===== src/design/flash_access_protection_defs.svh =====
// Register map, field layout, reset values and encodings of the flash protection block
`ifndef FLASH_ACCESS_PROTECTION_DEFS_SVH
`define FLASH_ACCESS_PROTECTION_DEFS_SVH

// ****************************************************************
// Register indices (byte address is four times the index)
// ****************************************************************
`define IDX_ADDR_TOP 16'ha012
`define IDX_GUARD_LO 16'ha013
`define IDX_GUARD_HI 16'ha014
`define IDX_COMMAND 16'ha020
`define IDX_DATA 16'ha021
`define IDX_ADDR_HIGH 16'ha022
`define IDX_ADDR_LOW 16'ha023
`define IDX_BOUND_LO 16'ha025
`define IDX_BOUND_HI 16'ha026
`define IDX_STATUS 16'ha027

// ****************************************************************
// Reset values
// ****************************************************************
`define RST_BYTE 8'h00
`define RST_BOUND_LO 8'hff
`define RST_BOUND_HI 8'h00
`define RST_GUARD_HI 7'h00

// ****************************************************************
// Command and status fields
// ****************************************************************
`define CMD_READ_BIT 0
`define CMD_ERASE_BIT 1
`define CMD_WRITE_BIT 2
`define OP_READ 2'h0
`define OP_ERASE 2'h1
`define OP_WRITE 2'h2
`define STAT_BUSY_BIT 0
`define STAT_FAIL_BIT 1
`define STAT_DONE_BIT 2

// ****************************************************************
// Read guard geometry
// ****************************************************************
`define GUARD_BITS 15
`define GUARD_TOP 17'h0_ffff
`define GUARD_STEP_SHIFT 12

`endif


===== src/design/flash_access_protection_pkg.sv =====
// Types shared by the flash protection block
`include "flash_access_protection_defs.svh"

package flash_access_protection_pkg;

	typedef enum logic {
		st_idle,
		st_run
	} state_type;

	typedef struct packed {
		state_type fsm;
		logic [7:0] addr_low;
		logic [7:0] addr_high;
		logic [7:0] addr_top;
		logic [7:0] data_wr;
		logic [7:0] data_rd;
		logic [7:0] bound_lo;
		logic [7:0] bound_hi;
		logic [7:0] guard_lo;
		logic [6:0] guard_hi;
		logic [1:0] op;
		logic fail;
		logic done;
		logic [7:0] rdata;
		logic err;
		logic [7:0] code_data;
	} regs_type;

endpackage


===== src/design/guard_check_if.sv =====
// Signals between the protection core and its read guard checker
`timescale 1ns/1ps
`default_nettype none

interface guard_check_if;
	logic [14:0] enables;
	logic [16:0] ctl_addr;
	logic [7:0] ctl_raw;
	logic [7:0] ctl_data;
	logic ctl_hit;
	logic [16:0] code_addr;
	logic [7:0] code_raw;
	logic [7:0] code_data;
	logic code_hit;

	modport core (
		output enables, ctl_addr, ctl_raw, code_addr, code_raw,
		input ctl_data, ctl_hit, code_data, code_hit
	);
	modport checker_side (
		input enables, ctl_addr, ctl_raw, code_addr, code_raw,
		output ctl_data, ctl_hit, code_data, code_hit
	);
endinterface

`default_nettype wire


===== src/design/flash_access_protection.sv =====
// Flash access protection: APB registers, zone check, command sequencer and read guard
//
// Notes on behaviour
// - Data register reads last read byte, writes hold byte to program.
// - Low address register holds address bits 7..0, read/write, resets zero.
// - High address register holds address bits 15..8, read/write, resets zero.
// - Each erase and write command is checked against protection zones; hit aborts with failure.
// - Two zones: bottom from address zero, top up to the last address.
// - Zone bounds count in 256-byte pages.
// - Bottom zone covers pages below bottom bound minus one.
// - Top zone covers pages above top bound plus one.
// - Bottom bound resets to all ones; software must lower it first.
// - Top bound resets to zero; software loads it from stored configuration.
// - Read guard only spans addresses 0x01000 through 0x0FFFF.
// - Every reset clears both read guard enable registers.
// - Guard enables are set-only: ones set, zeros leave bits alone.
// - Only a reset clears a set guard enable bit.
// - Guarded program loads and controller reads return zero.
// - Guarded instruction fetches receive zero, executed as no-operation.
// - Bit n guards from boundary n+1; lowest set bit sets start.
// - Guard enable writes need the timed write unlock.
// - Command address is top, high and low address registers joined.
// - Only erase and write are zone checked; failures never execute.
//
// Local design decision: the APB register port.
`timescale 1ns/1ps
`default_nettype none
`include "flash_access_protection_defs.svh"

module flash_access_protection
	import flash_access_protection_pkg::*;
(
	// Clock and reset
	input wire logic clock,
	input wire logic reset_n,
	// APB slave
	input wire logic psel,
	input wire logic penable,
	input wire logic pwrite,
	input wire logic [17:0] paddr,
	input wire logic [31:0] pwdata,
	output logic [31:0] prdata,
	output logic pready,
	output logic pslverr,
	// Write unlock window from the system
	input wire logic timed_write_unlock,
	// Flash array port
	output logic flash_req,
	output logic [1:0] flash_op,
	output logic [16:0] flash_addr,
	output logic [7:0] flash_wdata,
	input wire logic flash_ack,
	input wire logic [7:0] flash_rdata,
	// Program load and fetch port
	input wire logic [16:0] code_addr,
	input wire logic [7:0] code_raw,
	output logic [7:0] code_data
);

	regs_type q;
	regs_type next_q;

	guard_check_if gif();

	logic [15:0] index;
	logic setup;
	logic access;
	logic wr;
	logic [7:0] wbyte;
	logic [8:0] page;
	logic low_hit;
	logic high_hit;
	logic zone_hit;
	logic cmd_write;
	logic mapped;

	// ****************************************************************
	// Bus decode
	// ****************************************************************
	assign index = paddr[17:2];
	assign setup = psel && !penable;
	assign access = psel && penable;
	assign wr = access && pwrite;
	assign wbyte = pwdata[7:0];
	assign cmd_write = wr && index == `IDX_COMMAND;

	always_comb begin
		unique case (index)
			`IDX_ADDR_TOP, `IDX_GUARD_LO, `IDX_GUARD_HI, `IDX_COMMAND, `IDX_DATA,
			`IDX_ADDR_HIGH, `IDX_ADDR_LOW, `IDX_BOUND_LO, `IDX_BOUND_HI,
			`IDX_STATUS: mapped = 1'b1;
			default: mapped = 1'b0;
		endcase
	end

	// ****************************************************************
	// Zone check
	// ****************************************************************
	// Page number is the address above bit seven
	assign page = {q.addr_top[0], q.addr_high};
	// Bound of zero leaves the bottom zone empty instead of wrapping
	assign low_hit = q.bound_lo != 8'h00 &&
		{1'b0, page} < ({2'h0, q.bound_lo} - 10'h001);
	assign high_hit = {1'b0, page} > ({2'h0, q.bound_hi} + 10'h001);
	assign zone_hit = low_hit || high_hit;

	// ****************************************************************
	// Read guard checker
	// ****************************************************************
	assign gif.enables = {q.guard_hi, q.guard_lo};
	assign gif.ctl_addr = flash_addr;
	assign gif.ctl_raw = flash_rdata;
	assign gif.code_addr = code_addr;
	assign gif.code_raw = code_raw;

	read_guard_check guard (
		.gif(gif)
	);

	// ****************************************************************
	// Next state
	// ****************************************************************
	always_comb begin
		next_q = q;

		// Read data is latched in the setup phase and shown in the access phase
		if (setup) begin
			next_q.err = !mapped;
			unique case (index)
				`IDX_ADDR_TOP: next_q.rdata = q.addr_top;
				`IDX_GUARD_LO: next_q.rdata = q.guard_lo;
				`IDX_GUARD_HI: next_q.rdata = {1'b0, q.guard_hi};
				`IDX_DATA: next_q.rdata = q.data_rd;
				`IDX_ADDR_HIGH: next_q.rdata = q.addr_high;
				`IDX_ADDR_LOW: next_q.rdata = q.addr_low;
				`IDX_BOUND_LO: next_q.rdata = q.bound_lo;
				`IDX_BOUND_HI: next_q.rdata = q.bound_hi;
				`IDX_STATUS: begin
					next_q.rdata = `RST_BYTE;
					next_q.rdata[`STAT_BUSY_BIT] = q.fsm == st_run;
					next_q.rdata[`STAT_FAIL_BIT] = q.fail;
					next_q.rdata[`STAT_DONE_BIT] = q.done;
				end
				default: next_q.rdata = `RST_BYTE;
			endcase
		end

		if (wr) begin
			unique case (index)
				`IDX_ADDR_TOP: next_q.addr_top = wbyte;
				`IDX_DATA: next_q.data_wr = wbyte;
				`IDX_ADDR_HIGH: next_q.addr_high = wbyte;
				`IDX_ADDR_LOW: next_q.addr_low = wbyte;
				`IDX_BOUND_LO: next_q.bound_lo = wbyte;
				`IDX_BOUND_HI: next_q.bound_hi = wbyte;
				`IDX_GUARD_LO: begin
					if (timed_write_unlock) begin
						next_q.guard_lo = q.guard_lo | wbyte;
					end
				end
				`IDX_GUARD_HI: begin
					if (timed_write_unlock) begin
						next_q.guard_hi = q.guard_hi | wbyte[6:0];
					end
				end
				default: begin
				end
			endcase
		end

		unique case (q.fsm)
			st_idle: begin
				// Commands arriving while busy are ignored
				if (cmd_write && wbyte[2:0] != 3'h0) begin
					next_q.fail = 1'b0;
					next_q.done = 1'b0;
					if (wbyte[`CMD_READ_BIT]) begin
						next_q.op = `OP_READ;
						next_q.fsm = st_run;
					end else if (zone_hit) begin
						next_q.fail = 1'b1;
						next_q.done = 1'b1;
					end else begin
						next_q.op = wbyte[`CMD_ERASE_BIT] ? `OP_ERASE : `OP_WRITE;
						next_q.fsm = st_run;
					end
				end
			end
			st_run: begin
				if (flash_ack) begin
					next_q.fsm = st_idle;
					next_q.done = 1'b1;
					if (q.op == `OP_READ) begin
						next_q.data_rd = gif.ctl_data;
					end
				end
			end
		endcase

		next_q.code_data = gif.code_data;
	end

	// ****************************************************************
	// State register
	// ****************************************************************
	always_ff @(posedge clock) begin
		if (!reset_n) begin
			q.fsm <= st_idle;
			q.addr_low <= `RST_BYTE;
			q.addr_high <= `RST_BYTE;
			q.addr_top <= `RST_BYTE;
			q.data_wr <= `RST_BYTE;
			q.data_rd <= `RST_BYTE;
			q.bound_lo <= `RST_BOUND_LO;
			q.bound_hi <= `RST_BOUND_HI;
			q.guard_lo <= `RST_BYTE;
			q.guard_hi <= `RST_GUARD_HI;
			q.op <= `OP_READ;
			q.fail <= 1'b0;
			q.done <= 1'b0;
			q.rdata <= `RST_BYTE;
			q.err <= 1'b0;
			q.code_data <= `RST_BYTE;
		end else begin
			q <= next_q;
		end
	end

	// ****************************************************************
	// Outputs
	// ****************************************************************
	assign prdata = {24'h00_0000, q.rdata};
	assign pready = 1'b1;
	assign pslverr = access && q.err;
	assign flash_req = q.fsm == st_run;
	assign flash_op = q.op;
	assign flash_addr = {q.addr_top[0], q.addr_high, q.addr_low};
	assign flash_wdata = q.data_wr;
	assign code_data = q.code_data;

	// ****************************************************************
	// Assertions
	// ****************************************************************
	a_bound_lo_reset: assert property (@(posedge clock)
		!$past(reset_n) && reset_n |-> q.bound_lo == 8'hff)
		else $error("bottom bound not all ones after reset");

	a_bound_hi_reset: assert property (@(posedge clock)
		!$past(reset_n) && reset_n |-> q.bound_hi == 8'h00)
		else $error("top bound not zero after reset");

	a_guard_cleared: assert property (@(posedge clock)
		!$past(reset_n) && reset_n |-> q.guard_lo == 8'h00 && q.guard_hi == 7'h00)
		else $error("guard enables not cleared by reset");

	a_guard_sticky: assert property (@(posedge clock) disable iff (!reset_n)
		$past(reset_n) |-> ((q.guard_lo & $past(q.guard_lo)) == $past(q.guard_lo)) &&
		((q.guard_hi & $past(q.guard_hi)) == $past(q.guard_hi)))
		else $error("guard enable bit cleared without reset");

	a_guard_unlock: assert property (@(posedge clock) disable iff (!reset_n)
		wr && !timed_write_unlock && index == `IDX_GUARD_LO |=> $stable(q.guard_lo))
		else $error("guard enable changed without unlock");

	a_guard_set_only: assert property (@(posedge clock) disable iff (!reset_n)
		wr && timed_write_unlock && index == `IDX_GUARD_LO
		|=> q.guard_lo == ($past(q.guard_lo) | $past(wbyte)))
		else $error("guard enable write not set-only");

	a_zone_abort: assert property (@(posedge clock) disable iff (!reset_n)
		q.fsm == st_idle && cmd_write && !wbyte[`CMD_READ_BIT] && wbyte[2:1] != 2'h0 &&
		zone_hit |=> q.fail && q.done && !flash_req [*2])
		else $error("protected command not aborted");

	a_zone_pass: assert property (@(posedge clock) disable iff (!reset_n)
		q.fsm == st_idle && cmd_write && wbyte[`CMD_READ_BIT] |=> flash_req && !q.fail)
		else $error("read command blocked by zone check");

	a_read_blank: assert property (@(posedge clock) disable iff (!reset_n)
		flash_req && flash_op == `OP_READ && flash_ack && gif.ctl_hit |=> q.data_rd == 8'h00)
		else $error("guarded controller read not blanked");

	a_fetch_blank: assert property (@(posedge clock) disable iff (!reset_n)
		gif.code_hit |=> code_data == 8'h00)
		else $error("guarded fetch not blanked");

	a_fetch_pass: assert property (@(posedge clock) disable iff (!reset_n)
		code_addr > 17'h0_ffff || code_addr < 17'h0_1000 |=> code_data == $past(code_raw))
		else $error("fetch outside guard range altered");

	a_addr_low_write: assert property (@(posedge clock) disable iff (!reset_n)
		wr && index == `IDX_ADDR_LOW |=> flash_addr[7:0] == $past(wbyte))
		else $error("low address write lost");

	a_addr_high_write: assert property (@(posedge clock) disable iff (!reset_n)
		wr && index == `IDX_ADDR_HIGH |=> flash_addr[15:8] == $past(wbyte))
		else $error("high address write lost");

	a_addr_top_write: assert property (@(posedge clock) disable iff (!reset_n)
		wr && index == `IDX_ADDR_TOP |=> flash_addr[16] == $past(wbyte[0]))
		else $error("top address bit not taken from top address register");

	a_data_write: assert property (@(posedge clock) disable iff (!reset_n)
		wr && index == `IDX_DATA |=> flash_wdata == $past(wbyte))
		else $error("program byte write lost");

	a_guard_hi_unlock: assert property (@(posedge clock) disable iff (!reset_n)
		wr && !timed_write_unlock && index == `IDX_GUARD_HI |=> $stable(q.guard_hi))
		else $error("upper guard enable changed without unlock");

	a_guard_hi_set: assert property (@(posedge clock) disable iff (!reset_n)
		wr && timed_write_unlock && index == `IDX_GUARD_HI
		|=> q.guard_hi == ($past(q.guard_hi) | $past(wbyte[6:0])))
		else $error("upper guard enable write not set-only");

	a_read_capture: assert property (@(posedge clock) disable iff (!reset_n)
		flash_req && flash_op == `OP_READ && flash_ack && q.guard_lo == 8'h00 &&
		q.guard_hi == 7'h00 |=> q.data_rd == $past(flash_rdata))
		else $error("unguarded read byte not kept");

	a_ctl_outside: assert property (@(posedge clock) disable iff (!reset_n)
		flash_req && flash_op == `OP_READ && flash_ack &&
		(flash_addr < 17'h0_1000 || flash_addr > 17'h0_ffff) |=> q.data_rd == $past(flash_rdata))
		else $error("controller read outside guard range altered");

	a_guard_lo_start: assert property (@(posedge clock) disable iff (!reset_n)
		q.guard_lo[5] && code_addr >= 17'h0_6000 && code_addr <= 17'h0_ffff
		|=> code_data == 8'h00)
		else $error("lower guard enable start boundary not blanked");

	a_guard_hi_start: assert property (@(posedge clock) disable iff (!reset_n)
		q.guard_hi[2] && code_addr >= 17'h0_b000 && code_addr <= 17'h0_ffff
		|=> code_data == 8'h00)
		else $error("upper guard enable start boundary not blanked");

	a_guard_below: assert property (@(posedge clock) disable iff (!reset_n)
		q.guard_lo[4:0] == 5'h00 && code_addr < 17'h0_6000 |=> code_data == $past(code_raw))
		else $error("fetch below guard start altered");

	a_guard_off: assert property (@(posedge clock) disable iff (!reset_n)
		q.guard_lo == 8'h00 && q.guard_hi == 7'h00 |=> code_data == $past(code_raw))
		else $error("fetch altered with guard off");

	a_zone_run: assert property (@(posedge clock) disable iff (!reset_n)
		q.fsm == st_idle && cmd_write && !wbyte[`CMD_READ_BIT] && wbyte[2:1] != 2'h0 &&
		!zone_hit |=> flash_req && !q.fail)
		else $error("unprotected command not started");

	a_req_end: assert property (@(posedge clock) disable iff (!reset_n)
		flash_req && flash_ack |=> !flash_req && q.done)
		else $error("command not finished on acknowledge");

	a_reset_lock: assert property (@(posedge clock) disable iff (!reset_n)
		q.fsm == st_idle && cmd_write && !wbyte[`CMD_READ_BIT] && wbyte[2:1] != 2'h0 &&
		q.bound_lo == 8'hff && flash_addr[16:8] < 9'h0fe |=> q.fail && !flash_req)
		else $error("command not refused with bottom bound at reset value");

endmodule

`default_nettype wire


===== src/design/read_guard_check.sv =====
// Read guard: finds the guarded start and blanks reads inside the guarded range
`timescale 1ns/1ps
`default_nettype none
`include "flash_access_protection_defs.svh"

module read_guard_check
	import flash_access_protection_pkg::*;
(
	// Core side
	guard_check_if.checker_side gif
);

	logic [16:0] start;
	logic any_set;

	// ****************************************************************
	// Lowest set enable bit selects the start boundary
	// ****************************************************************
	always_comb begin
		start = `GUARD_TOP;
		any_set = 1'b0;
		for (int n = `GUARD_BITS - 1; n >= 0; n--) begin
			if (gif.enables[n]) begin
				any_set = 1'b1;
				start = 17'((n + 1) << `GUARD_STEP_SHIFT);
			end
		end
	end

	assign gif.ctl_hit = any_set && gif.ctl_addr >= start && gif.ctl_addr <= `GUARD_TOP;
	assign gif.code_hit = any_set && gif.code_addr >= start && gif.code_addr <= `GUARD_TOP;
	assign gif.ctl_data = gif.ctl_hit ? `RST_BYTE : gif.ctl_raw;
	assign gif.code_data = gif.code_hit ? `RST_BYTE : gif.code_raw;

endmodule

`default_nettype wire


===== config.mk =====
export PLATFORM = sky130hd
export DESIGN_NAME = flash_access_protection
export DESIGN_NICKNAME = d
export VERILOG_FILES = /design/src/design/flash_access_protection_pkg.sv /design/src/design/guard_check_if.sv /design/src/design/flash_access_protection.sv /design/src/design/read_guard_check.sv
export VERILOG_INCLUDE_DIRS = /design/src /design/src/design
export SDC_FILE = /design/constraint.sdc
export NUM_CORES = 1
export LEC_CHECK = 0
export ABC_AREA = 1
export BUFFER_PORTS_ARGS = -buffer_cell sky130_fd_sc_hd__buf_2
export CORE_MARGIN = 8
export CORE_UTILIZATION = 43
export CTS_CLUSTER_SIZE = 28
export DETAILED_ROUTE_END_ITERATION = 10
export PLACE_DENSITY = 0.69
export SLEW_MARGIN = 20
export SYNTH_ARGS = -nofsm -noshare
export SYNTH_HDL_FRONTEND = slang
export SYNTH_HIERARCHICAL = 1
export SYNTH_SLANG_ARGS = --single-unit

===== constraint.sdc =====
create_clock -name clock -period 1.95 [get_ports clock]
set_input_delay 0.0975 -clock clock [delete_from_list [all_inputs] [get_ports clock]]
set_output_delay 0.0975 -clock clock [all_outputs]
set_load 0.005 [all_outputs]

== Word-level counts from Yosys, hierarchy flattened ==
Cells that the tools add are included.

* Add/subtract/negate cells: 2
* Magnitude comparators: 6
* Eq/ne operators: 13
* Multiplexer cells: 46
* Bitwise operators: 4
* Reduce and logical (&&, ||, !) cells: 31

{| class="wikitable"
|+ Operators with widths
! cell !! number
|-
| $eq A16 B16 Y1 const B || 10
|-
| $mux W16 || 7
|-
| $pmux W8 S9 || 1
|-
| $mux W15 || 4
|-
| $ge A17 B16 Y1 || 2
|-
| $le A17 B16 Y1 const B || 2
|-
| $mux W14 || 2
|-
| $mux W1 || 22
|-
| $reduce_and A2 Y1 || 8
|-
| $mux W13 || 1
|-
| $mux W12 || 1
|-
| $reduce_and A3 Y1 || 4
|-
| $logic_and A1 B1 Y1 || 11
|-
| $lt A9 B10 Y1 || 1
|-
| $mux W2 || 5
|-
| $reduce_or A10 Y1 || 1
|-
| $add A8 B1 Y9 const B || 1
|-
| $gt A9 B9 Y1 || 1
|-
| $sub A8 B1 Y9 const B || 1
|-
| $mux W8 || 1
|-
| $or A8 B8 Y8 || 1
|-
| $reduce_bool A8 Y1 || 1
|-
| $or A7 B7 Y7 || 1
|-
| $ne A2 B2 Y1 const B || 3
|-
| other kinds (7) || 10
|}

* Register bits: 93
* Input bits: 90
* Output and inout bits: 70
* Logic and storage cells: 118

== Logic depth before layout (Yosys ltp) ==
* Word-level depth: 19
* Mapped depth: 25
* Depth with buffers taken out: 25

== By module ==
Netlist, hierarchy kept.

{| class="wikitable"
|+ By module, submodules not included
! module !! instances !! cells an instance !! area each (um^2)
|-
| flash_access_protection || 1 || 712 || 5,326.4
|-
| read_guard_check || 1 || 195 || 1,147.4
|}

== Worst setup path before layout ==
No wires, ideal clock.

* Path kind: flip-flop to flip-flop
* Start point: register q[36] (netlist name)
* End point: register q[17] (netlist name)
* Library setup time: 0.064 ns
* Data arrival time: 2.079 ns
* Path slack: -0.193 ns
* Cell stages (with the launch flop): 17
* Path buffers: 0
* Period minus slack after synthesis: 2.143 ns
* Cell sequence: dfxtp_1 -> ha_1 -> nand3_1 -> nor2_1 -> nand2_1 -> xor2_1 -> ha_1 -> nand4_1 -> nor3_1 -> nand2_1 -> nand3_1 -> nand2_1 -> nand2_1 -> nand2_1 -> nand2_1 -> nand2_1 -> nor2_1

* Longest elaborated chain between the ends: 7

{| class="wikitable"
|+ RTL lines
! item !! line !! text
|-
| start: declaration || flash_access_protection.sv:60 || <nowiki>regs_type q;</nowiki>
|-
| start signal: assignment || flash_access_protection.sv:225 || <nowiki>q <= next_q;</nowiki>
|-
| $add A8 B1 Y9 || flash_access_protection.sv:104 || <nowiki>assign high_hit = {1'b0, page} > ({2'h0, q.bound_hi} + 10'h001);</nowiki>
|-
| $gt A9 B9 Y1 || flash_access_protection.sv:104 ||
|-
| $logic_or A1 B1 Y1 || flash_access_protection.sv:105 || <nowiki>assign zone_hit = low_hit || high_hit;</nowiki>
|-
| $mux W2 || flash_access_protection.sv:180 || <nowiki>end else if (zone_hit) begin</nowiki>
|-
| $mux W2 || flash_access_protection.sv:177 || <nowiki>if (wbyte[`CMD_READ_BIT]) begin</nowiki>
|-
| $mux W1 || flash_access_protection.sv:174 || <nowiki>if (cmd_write && wbyte[2:0] != 3'h0) begin</nowiki>
|-
| $pmux W1 S2 || flash_access_protection.sv:171 || <nowiki>unique case (q.fsm)</nowiki>
|}

Every way passes these cells. The select of a mux whose other input is x is not followed.
A chain may end at the register's enable or synchronous reset.

== Worst setup path in the final report ==
* Start point: register q (netlist bit gif.enables[3])
* End point: register q[53] (netlist name)

* Longest elaborated chain between the ends: 8
* Elaborated cells on any way between the ends: 12
* Those cells by class: order compare: 1; mux: 9; reduce/logical: 2

{| class="wikitable"
|+ RTL lines
! item !! line !! text
|-
| $mux W16 (4 in series) || read_guard_check.sv:23 || <nowiki>if (gif.enables[n]) begin</nowiki>
|-
| $ge A17 B16 Y1 || read_guard_check.sv:30 || <nowiki>assign gif.ctl_hit = any_set && gif.ctl_addr >= start && gif.ctl_addr <= `GUARD_TOP;</nowiki>
|-
| $logic_and A1 B1 Y1 * || read_guard_check.sv:30 ||
|-
| $logic_and A1 B1 Y1 (no line) * || - ||
|-
| $mux W8 * || read_guard_check.sv:32 || <nowiki>assign gif.ctl_data = gif.ctl_hit ? `RST_BYTE : gif.ctl_raw;</nowiki>
|-
| named net gif.ctl_data[1] || guard_check_if.sv:9 || <nowiki>logic [7:0] ctl_data;</nowiki>
|}

The timed path passes the listed nets; every way through them passes the cells marked *.

==> key figures <==
Power
  • Cell-internal power: roughly 2900 uW
  • Peak supply drop: 0.395 mV
  • PD cells: 483 nW/um2
  • Sw Share: 25.5%
  • Clk pwr share: 42.9%
  • Switching power total: around 990 uW
  • P_leak: 0.00386 uW
  • Gate power share: approximately 7.8%
  • Flop pwr share: 49.3%
  • Total power: 3870 uW

Detailed routing
  • WL final: between 15000 and 20000 um
  • DRC errors left: 0
  • Initial DRT Pass Iterations: 5
  • Post-DRT Antenna Nets: 0
  • Post-DR wirelength/cell: between 15 and 20 um
  • Vias per cell: roughly 5
  • Initial detailed-routing violation count: 451
  • Via count: 6211

Place
  • Area after DPL: 7260 um2
  • Post-place setup slack: -358 ps
  • Final Wtd Congestion: 0.894
  • PortBufs: 108
  • DP HPWL: 14700 um

STA
  • Minimum clock period: 2270 ps
  • Worst slew pin tran: between 500 and 600 ps
  • Final setup viols: 21
  • Fmax: ~0.44 GHz
  • Slew headroom: 62.3%
  • Final Cycle Share: 116%
  • Fin worst setup slack: -320 ps
  • Final Hold Fails: 0
  • Fin. max-slew vios: 0
  • Worst Skew: 13.7 ps
  • RSZ-0062 raised after global routing: yes

Global routing
  • Largest net degree at the start of global routing: 31
  • Grt ovf: 0
  • First-pass GRT wire length: 31500 um
  • Initial antenna violation count: 0
  • Vias in the first global route: 6057
  • Overall Global Routing Usage: between 20% and 30%

Critical path
  • Setup crit start: gif.enables[3]
  • Crit path launch type: flop
  • FF-to-FF setup slack: -320 ps
  • Worst Path Arrival: roughly 2500 ps
  • Worst Path Max Fanout: 8
  • Worst path required time: 2190 ps
  • Setup crit end kind: flop
  • Kind of critical path: reg2reg
  • Reg2reg start: gif.enables[3]

Layout
  • Area Overhead vs Synth: 24.1%
  • Final #Nets: 1173
  • Final Cell Area: 8020 um2
  • Antenna Cells: 0
  • Layout cells sized above 1: 30.0%

Floorplan
  • Initial core utilization: between 40% and 50%
  • Core area: 14600 um2
  • DIE AREA: between 15000 and 20000 um2
  • Row count: 44
  • Top-level port count: between 150 and 200
  • Die Ht: 139 um
  • Die width: 139 um

Logic synthesis
  • Syn Area/Cell: 7.14 um2
  • Yosys warns: 6
  • Post-Synthesis Cell Area: roughly 6500 um2
  • Mapped Cells: between 900 and 1000

Clock tree
  • Reg clk slew, reported paths: 70 ps
  • Later-pin clock latency in the skew report: between 300 and 400 ps
  • CTS max path bufs: 2
  • CTS tree: yes
  • Root Driver: clkbuf_16
  • Hold Buf Count CTS: 0
  • Max H-tree Level: 3
  • Number of CTS-inserted buffers: 9
  • Clk sink count: 93

Status
  • Failing checks: negative setup slack
  • Run status: complete, but fails checks

Hold path
  • Hold_sp: flash_ack
  • Worst hold path class: in2reg

Job
  • Max_cap viols: 0
-- power by group through the flow --
stage | registers [uW] | logic, uW | clock network, uW
finish | 1910 | 303 | 1660
global route | 1910 | 332 | 1760
CTS | 1910 | 295 | 1690
detailed placement | 1950 | 284 | 0
global placement | 1950 | 283 | 0
floorplan | 1950 | 188 | 0
-- layout by cell type (no fill, tap or decap), drive strengths merged --
| cell type | instances |
|---|---|
| buf | 182 |
| nand2 | 160 |
| nor2 | 136 |
| inv | 105 |
| dfxtp | 93 |
| nand3 | 82 |
| ha | 50 |
| a21oi | 47 |
| a211oi | 40 |
| o21ai | 25 |
| conb | 25 |
| nor3 | 21 |
| xor2 | 10 |
| nand4 | 10 |
| o211ai | 10 |
| clkbuf | 10 |
| a21boi | 8 |
| o21bai | 5 |
| clkinv | 4 |
| clkinvlp | 3 |
| xnor2 | 2 |
| o21a | 2 |
| nor3b | 2 |
| nor4 | 2 |
| and3 | 1 |
| a211o | 1 |
| or2 | 1 |
| o22ai | 1 |
-- sequential cells by signal, summed over array words and instances (netlist names) --
name,flops
q,34
flash_addr,17
flash_req,1
prdata,8
code_data,8
flash_op,2
flash_wdata,8
gif.enables,15
-- final timing paths --
| check | end | cells after the start |
|---|---|---|
| worst max register to register | q[53] | 13 |
| worst max-delay path | q[53] | 13 |
| worst min register to register | prdata[5] | 2 |
| worst min-delay path | flash_req | 3 |
-- critical path: stages, from the launching register on --
cell and delay, ps:
dfxtp_1 310, inv_1 80, nand4_1 180, nor2_4 200, buf_4 130, inv_1 50
ha_1 320, nand4_1 160, nor3_1 240, nand2_2 100, nand2_4 120, a21boi_1 80
nor2_1 120, nor2_1 60
-- cell type report --
type,count,area [um2]
Fill cell,1376,6570
Multi-Input combinational cell,641,4070
Sequential cell,93,1880
Timing Repair Buffer,182,1160
Inverter,106,399
Tap cell,184,230
Clock buffer,10,229
Clock inverter,6,47.5
-- layer usage --
layer / part of all wire (%) / track usage [%] / up-vias
met5: 0 / 0 / -
met4: 2.6 / 7.09 / 0
met3: 5.4 / 3.53 / 37
met2: 48 / 34.6 / 190
met1: 44 / 24.7 / 2824
li1: - / - / 3160
-- through the flow --
stage / std cells / hold slack [ps] / setup TNS, ps / utilization (%)
final: 1222 / 33.0 / -6110 / 55.0
after global routing: 1222 / 35.4 / -11050 / 55.0
after CTS: 1220 / 20.6 / -5480 / 54.2
after detailed placement: 1194 / 386 / -6470 / 49.8
after global placement: 1194 / 383 / -5640 / 49.8
after floorplan: 927 / 250 / -1320 / -
-- what timing repair did --
item / 4_1_cts / 5_1_grt
gates cloned: 3 / 0
pin swaps: 26 / 20
gates resized for setup: 56 / 20
setup endpoints to repair: 21 / 21
endpoints found under the hold margin: 0 / 0
buffers inserted: 7 / 2
Power figures use the tool's default switching activity.
